===== src/verilog/sar_defs.vh =====
// timing, framing and state constants shared by the converter readout design
`ifndef SAR_DEFS_VH
`define SAR_DEFS_VH

// clock period of the block
`define SAR_CLK_PERIOD_NS 100
// longest conversion time with the gain stage bypassed and in use
`define SAR_TCONV_BYP_NS 660
`define SAR_TCONV_PGA_NS 1550
// longest times round down to whole cycles, never below one
`define SAR_CONV_BYP_CYC ((`SAR_TCONV_BYP_NS / `SAR_CLK_PERIOD_NS) < 1 ? 1 : \
    (`SAR_TCONV_BYP_NS / `SAR_CLK_PERIOD_NS))
`define SAR_CONV_PGA_CYC ((`SAR_TCONV_PGA_NS / `SAR_CLK_PERIOD_NS) < 1 ? 1 : \
    (`SAR_TCONV_PGA_NS / `SAR_CLK_PERIOD_NS))
// least chip select high time asked of the host, normal and low power
`define SAR_TCSH_NORM_NS 150
`define SAR_TCSH_LP_NS 500

// serial frame: result bits, then channel bits, then gain bits
`define SAR_DATA_BITS 14
`define SAR_SEL_BITS 3
`define SAR_FRAME_BITS 20

// reset values of the pin-facing outputs
`define SAR_SDO_OE_N_RST 1'b1
`define SAR_BUSY_RST 1'b0

// sequencer states
`define SAR_ST_IDLE 2'h0
`define SAR_ST_CONV 2'h1
`define SAR_ST_READ 2'h2

`endif


===== src/verilog/sar_fifo.v =====
// synchronous valid/ready fifo holding digitised samples from the converter core
`timescale 1ns/1ps
module sar_fifo #(
    parameter WIDTH = 14,
    parameter DEPTH = 16,
    parameter AW = 4
) (
    // clock and reset
    input wire clk,
    input wire reset,
    // filling side
    input wire [WIDTH-1:0] in_data,
    input wire in_valid,
    output wire in_ready,
    // draining side
    output wire [WIDTH-1:0] out_data,
    output wire out_valid,
    input wire out_ready
);

reg [WIDTH-1:0] mem [0:DEPTH-1];
reg [AW:0] wr_ptr;
reg [AW:0] rd_ptr;
wire do_write;
wire do_read;

// one extra pointer bit tells full from empty
assign out_valid = (wr_ptr != rd_ptr);
assign in_ready = (wr_ptr[AW-1:0] != rd_ptr[AW-1:0]) || (wr_ptr[AW] == rd_ptr[AW]);
assign do_write = in_valid & in_ready;
assign do_read = out_valid & out_ready;
assign out_data = mem[rd_ptr[AW-1:0]];

// storage has no reset, only the pointers do
always @(posedge clk) begin
    if (do_write) begin
        mem[wr_ptr[AW-1:0]] <= in_data;
    end
end

// pointer update
always @(posedge clk) begin
    if (reset) begin
        wr_ptr <= {(AW+1){1'b0}};
        rd_ptr <= {(AW+1){1'b0}};
    end else begin
        if (do_write) begin
            wr_ptr <= wr_ptr + 1'b1;
        end
        if (do_read) begin
            rd_ptr <= rd_ptr + 1'b1;
        end
    end
end

endmodule // sar_fifo


===== src/verilog/sar_adc_readout.v =====
// conversion sequencer and serial readout of an eight-channel 14-bit sar converter
`timescale 1ns/1ps
`include "sar_defs.vh"
module sar_adc_readout #(
    parameter DATA_BITS = `SAR_DATA_BITS,
    parameter FIFO_DEPTH = 16,
    parameter FIFO_AW = 4
) (
    // clock and reset
    input wire clk,
    input wire reset,
    // serial pins from the host
    input wire cs_n,
    input wire sck,
    output reg sdo,
    output reg sdo_oe_n,
    output reg busy,
    // selection pins from the host
    input wire [2:0] channel_select,
    input wire [2:0] gain_select,
    input wire gain_bypass,
    input wire low_power_select,
    // controls toward the analog front end
    output reg [2:0] mux_channel,
    output reg [2:0] pga_gain,
    output reg pga_bypass,
    output reg sample_strobe,
    // digitised samples from the converter core
    input wire [DATA_BITS-1:0] core_data,
    input wire core_valid,
    output wire core_ready,
    // status
    output reg sample_missed,
    output reg result_invalid
);

reg cs_meta;
reg cs_sync;
reg cs_prev;
reg sck_meta;
reg sck_sync;
reg sck_prev;
reg [2:0] sel_ch_meta;
reg [2:0] sel_ch;
reg [2:0] sel_gain_meta;
reg [2:0] sel_gain;
reg bypass_meta;
reg bypass_sync;
reg lp_meta;
reg lp_sync;
reg [1:0] state;
reg [7:0] conv_cnt;
reg [`SAR_FRAME_BITS-1:0] frame;
reg awake;
wire cs_fall;
wire cs_rise;
wire sck_rise;
wire [DATA_BITS-1:0] head_data;
wire head_valid;

// counts are reckoned as integers, then cut to the counter width on purpose;
// the counter loads the last value so busy stands exactly the whole count
localparam integer CONV_BYP_CYC = `SAR_CONV_BYP_CYC;
localparam integer CONV_PGA_CYC = `SAR_CONV_PGA_CYC;
localparam [7:0] CONV_BYP_LAST = CONV_BYP_CYC[7:0] - 8'h01;
localparam [7:0] CONV_PGA_LAST = CONV_PGA_CYC[7:0] - 8'h01;

// edge of a synchronised level: rising when dir is high, falling when low
function edge_seen;
    input prev_level;
    input now_level;
    input dir;
    begin
        edge_seen = dir ? (~prev_level & now_level) : (prev_level & ~now_level);
    end
endfunction

// the select words cross bit by bit; they are only taken at a chip select fall,
// which passes the same two stages as they do, so a host that holds them steady is safe
// two-stage synchronisers; logic reads the second stage, and the third for cs and sck edges
always @(posedge clk) begin
    if (reset) begin
        cs_meta <= 1'b1;
        cs_sync <= 1'b1;
        cs_prev <= 1'b1;
        sck_meta <= 1'b0;
        sck_sync <= 1'b0;
        sck_prev <= 1'b0;
        sel_ch_meta <= 3'h0;
        sel_ch <= 3'h0;
        sel_gain_meta <= 3'h0;
        sel_gain <= 3'h0;
        bypass_meta <= 1'b0;
        bypass_sync <= 1'b0;
        lp_meta <= 1'b0;
        lp_sync <= 1'b0;
    end else begin
        cs_meta <= cs_n;
        cs_sync <= cs_meta;
        cs_prev <= cs_sync;
        sck_meta <= sck;
        sck_sync <= sck_meta;
        sck_prev <= sck_sync;
        sel_ch_meta <= channel_select;
        sel_ch <= sel_ch_meta;
        sel_gain_meta <= gain_select;
        sel_gain <= sel_gain_meta;
        bypass_meta <= gain_bypass;
        bypass_sync <= bypass_meta;
        lp_meta <= low_power_select;
        lp_sync <= lp_meta;
    end
end

// edges are found after synchronising, so the sck limit is set by clk, not the pin
assign cs_fall = edge_seen(cs_prev, cs_sync, 1'b0);
assign cs_rise = edge_seen(cs_prev, cs_sync, 1'b1);
assign sck_rise = edge_seen(sck_prev, sck_sync, 1'b1);

// samples wait here; the head is taken only at a chip select fall, so the fifo fills
sar_fifo #(
    .WIDTH(DATA_BITS),
    .DEPTH(FIFO_DEPTH),
    .AW(FIFO_AW)
) u_fifo (
    .clk(clk),
    .reset(reset),
    .in_data(core_data),
    .in_valid(core_valid),
    .in_ready(core_ready),
    .out_data(head_data),
    .out_valid(head_valid),
    .out_ready(cs_fall)
);

// sequencer: idle with cs high, convert on internal count, then read out
always @(posedge clk) begin
    if (reset) begin
        state <= `SAR_ST_IDLE;
        conv_cnt <= 8'h00;
        frame <= {`SAR_FRAME_BITS{1'b0}};
        sdo <= 1'b0;
        sdo_oe_n <= `SAR_SDO_OE_N_RST;
        busy <= `SAR_BUSY_RST;
        mux_channel <= 3'h0;
        pga_gain <= 3'h0;
        pga_bypass <= 1'b0;
        sample_strobe <= 1'b0;
        sample_missed <= 1'b0;
        result_invalid <= 1'b0;
        awake <= 1'b0;
    end else begin
        sample_strobe <= 1'b0;
        if (cs_fall) begin
            // a fall restarts the sequence even mid-readout
            mux_channel <= sel_ch;
            pga_gain <= sel_gain;
            pga_bypass <= bypass_sync;
            sample_strobe <= 1'b1;
            // an empty fifo gives a zero result, flagged by sample_missed
            frame <= {(head_valid ? head_data : {DATA_BITS{1'b0}}),
                sel_ch, sel_gain};
            sample_missed <= ~head_valid;
            // first sample after power-up is flagged, not suppressed, when it is taken in normal mode
            result_invalid <= ~lp_sync & ~awake;
            awake <= 1'b1;
            conv_cnt <= bypass_sync ? CONV_BYP_LAST : CONV_PGA_LAST;
            state <= `SAR_ST_CONV;
            busy <= 1'b1;
            sdo <= 1'b0;
            sdo_oe_n <= 1'b0;
        end else if (cs_rise) begin
            state <= `SAR_ST_IDLE;
            busy <= 1'b0;
            sdo <= 1'b0;
            sdo_oe_n <= 1'b1;
        end else begin
            case (state)
                `SAR_ST_CONV: begin
                    // sck edges are ignored here; count runs from clk alone
                    if (conv_cnt == 8'h00) begin
                        state <= `SAR_ST_READ;
                        busy <= 1'b0;
                        sdo <= frame[`SAR_FRAME_BITS-1];
                    end else begin
                        conv_cnt <= conv_cnt - 8'h01;
                    end
                end
                `SAR_ST_READ: begin
                    if (sck_rise) begin
                        // zeros fill in, so edges past the six tag bits give low
                        frame <= {frame[`SAR_FRAME_BITS-2:0], 1'b0};
                        sdo <= frame[`SAR_FRAME_BITS-2];
                    end
                end
                `SAR_ST_IDLE: begin
                    busy <= 1'b0;
                end
                default: begin
                    state <= `SAR_ST_IDLE;
                end
            endcase
        end
    end
end

endmodule // sar_adc_readout


===== config.mk =====
export PLATFORM = sky130hd
export DESIGN_NAME = sar_adc_readout
export DESIGN_NICKNAME = d
export VERILOG_FILES = /design/src/verilog/sar_fifo.v /design/src/verilog/sar_adc_readout.v
export VERILOG_INCLUDE_DIRS = /design/src /design/src/verilog
export SDC_FILE = /design/constraint.sdc
export NUM_CORES = 1
export LEC_CHECK = 0
export ABC_CLOCK_PERIOD_IN_PS = 3100
export BUFFER_PORTS_ARGS = -buffer_cell sky130_fd_sc_hd__buf_2
export CAP_MARGIN = 20
export CORE_AREA = 5 5 153 155
export DETAILED_ROUTE_END_ITERATION = 8
export DIE_AREA = 0 0 158 160
export PLACE_DENSITY = 0.71
export SLEW_MARGIN = 20
export SYNTH_ARGS = -nofsm -noshare
export SYNTH_HDL_FRONTEND = slang
export SYNTH_SLANG_ARGS = --single-unit

===== constraint.sdc =====
create_clock -name clk -period 3.1 [get_ports clk]
set_clock_uncertainty 0.05 [all_clocks]
set_input_delay 0.31 -clock clk [delete_from_list [all_inputs] [get_ports clk]]
set_output_delay 0.31 -clock clk [all_outputs]
set_load 0.03 [all_outputs]

==> impl_metrics.ini <==
[clocking]
cts_buffer_depth = 3
clk_latency_ns = 0.58
cts_resized = 0
post_cts_buffers = 0
clock_sinks = 304
htreeDepth = 1
cts_tree = built
cts_buffers = 31
clk_pin_slew_ns = 0.06
clockRootBuffer = clkbuf_16

[die]
rows = 54
fp.dieW_um = 158
core_area_mm2 = 0.0217
die_area_mm2 = 0.0253
boundaryPins = 41
fp.dieH_um = 160
initial_core_util = 0.541

[yosys]
synthFlopType = edfxtp_1
syn_nets = 730
ys_warn_count = 0
syn_area_mm2 = 0.0117
post_synth_num_cell_types = 50
synth_edf_count = 224
seq_area_frac_synth = 0.709
synth_seq_cells = 304
synthArstFlopShare = 0
syn_area_per_cell_um2 = 16.9
syn_inst = 693

[critical_path]
r2r-start = u_fifo.wr_ptr[2]
worstSetupEndpointType = register
arrival_ns = 2.69
startpoint = u_fifo.wr_ptr[2]
required_ns = 3.23
path_max_fanout = 15
path_class = reg -> reg
r2r_setup_slack_ns = 0.55
cp-start-kind = register

[route]
routed_wl_um = 24300
drt_iter0_markers = 456
wl_per_cell_um = 22.9
vias_per_cell = 5.95
dr.pass1.iters = 5
drtAntennaViolNets = 0
drcViolationCount = 0
num_vias = 6293

[grt]
grt_use_total = 0.196
first_global_vias = 6558
grt.overflow.total = 0
antenna_found_initial = 0
grt_max_degree = 57
grt_pass1_wl_um = 37900

[place]
port_buffers = 40
place.gp.congestion = 0.824
dp_cells = 990
hpwl_um = 15300

[power_and_ir_drop]
power_mw = 9.31
cellLeakagePower_nw = 4.61
powerDensity_mw_per_mm2 = 683
switchingPower_mw = 1.87
pwr-share-clk = 0.469
power_frac_seq = 0.482
pwr-share-comb = 0.049
p_int_mw = 7.44
ir_drop_uv = 684
swShare = 0.201

[timing]
slew_headroom = 0.317
period_share = 0.824
worst_slew_pin_slew_ns = 1.02
rsz0062_at_grt = false
period_minus_slack_ns = 2.55
whs_ns = 0.0882
max_freq_ghz = 0.391
setup_viol = 0
hold_viol = 0
drv_slew = 0
setup-tns-final_ns = 0

[cells_and_area]
fillers = 1511
num-nets-final = 790
drive_above_1_share = 0.231
syn2layout_area_growth_pct = 16.1
diodes = 0
final_cells = 1058

[run]
drv_cap = 0

[min_path]
min-delay-start = core_data[4]
hold_class = in -> reg

[run_status]
status = finished, final reports clean
[Yosys cell counts (all sizes together), types with 4 or more instances]
cell type    n  area share
nor2b       28       0.015
a22o        28       0.021
nor2        59       0.019
edfxtp     224        0.57
xnor2        9      0.0067
ha          10       0.011
nand4        4      0.0021
nand3        6      0.0026
nand2        6      0.0019
mux4        56        0.11
o22ai       15      0.0080
nor3b       15      0.0096
clkbuf      18      0.0058
a21oi       26       0.011
or2          5      0.0027
dfxtp       80        0.14
inv          9      0.0029
mux2i       17       0.014
buf         20      0.0091
nor3         4      0.0017
xor2         7      0.0052
and3        12      0.0064
a211oi       6      0.0038
[registers in the layout, indices dropped and copies added (netlist names), 2 cells and up, named ones only]
| register | cells |
|---|---|
| u_fifo.rd_ptr | 5 |
| state | 2 |
| conv_cnt | 8 |
| mux_channel | 3 |
| sel_ch_meta | 3 |
| sel_gain_meta | 3 |
| pga_gain | 3 |
| sel_gain | 3 |
| u_fifo.mem | 224 |
| sel_ch | 3 |
| frame | 20 |
| u_fifo.wr_ptr | 5 |
[worst max-delay path, cell delays in order (launching register included)]
cell	delay, ns
dfxtp_1	0.49
xnor2_1	0.14
and4_1	0.31
a21boi_4	0.44
and3_1	0.73
[metrics by stage]
stage | instance area [um^2] | setup slack, ns | util
2_1_floorplan | 11700 | 0.788 | -
3_3_place_gp | 12300 | 0.716 | 0.567
3_5_place_dp | 12300 | 0.569 | 0.567
4_1_cts | 13600 | 0.547 | 0.629
5_1_grt | 13600 | 0.400 | 0.629
6_report | 13600 | 0.545 | 0.629
[layout by cell type (no fill, tap or decap), types with 6 or more instances in the layout]
cell,n
nor2b_1,28
a21oi_1,25
dfxtp_1,78
mux4_2,56
ha_1,9
nand2_1,6
nor3b_1,15
a22o_1,28
edfxtp_1,224
mux2i_1,17
buf_4,12
clkbuf_16,34
nand3_1,6
inv_1,8
buf_2,40
a211oi_1,6
and3_1,12
bufinv_16,9
o22ai_1,15
nor2_1,59
dlygate4sd3_1,10
xnor2_1,9
xor2_1,7
[timing repair]
item	in CTS	in global routing
setup endpoints to repair	0	0
hold endpoints to repair	10	0
hold buffers	10	0
[cell type report]
| type | instances | area [um^2] | share of cell area |
|---|---|---|---|
| sequential | 304 | 8330 | 0.611 |
| clock inverter | 19 | 347 | 0.0254 |
| inverter | 9 | 33.8 | 0.00248 |
| clock buffer | 39 | 900 | 0.0660 |
| timing repair buffer | 65 | 450 | 0.0330 |
| multi-input combinational | 342 | 3220 | 0.236 |
| tap | 280 | 350 | 0.0257 |
[cell families after synthesis]
| family | after synthesis | share of synthesized area |
|---|---|---|
| compound gates | 91 | 0.0562 |
| xor+xnor | 16 | 0.0119 |
| fa+ha+maj | 10 | 0.0107 |
| buf+inv | 47 | 0.0177 |
| flops | 304 | 0.709 |
| mux | 75 | 0.124 |
| simple gates | 150 | 0.0703 |
[metal layers]
layer	track usage	up-vias	part of all wire
met5	0	-	0
met4	0.0679	0	0.036
met3	0.0355	51	0.066
met2	0.323	220	0.50
met1	0.264	3198	0.40
li1	-	2824	-
[power groups by stage]
stage / clock network [mW] / registers [mW] / logic (mW)
3_5_place_dp: 0 / 4.58 / 0.446
6_report: 4.36 / 4.49 / 0.458
5_1_grt: 4.62 / 4.50 / 0.501
4_1_cts: 4.44 / 4.49 / 0.461
2_1_floorplan: 0 / 4.56 / 0.289
3_3_place_gp: 0 / 4.57 / 0.434
[worst paths after layout]
path	endpoint	cells past startpoint
max	u_fifo.mem[9][7]	4
min	u_fifo.mem[15][4]	1
max reg2reg	u_fifo.mem[9][7]	4
min reg2reg	cs_sync	1
(Power assumes the default switching activity.)
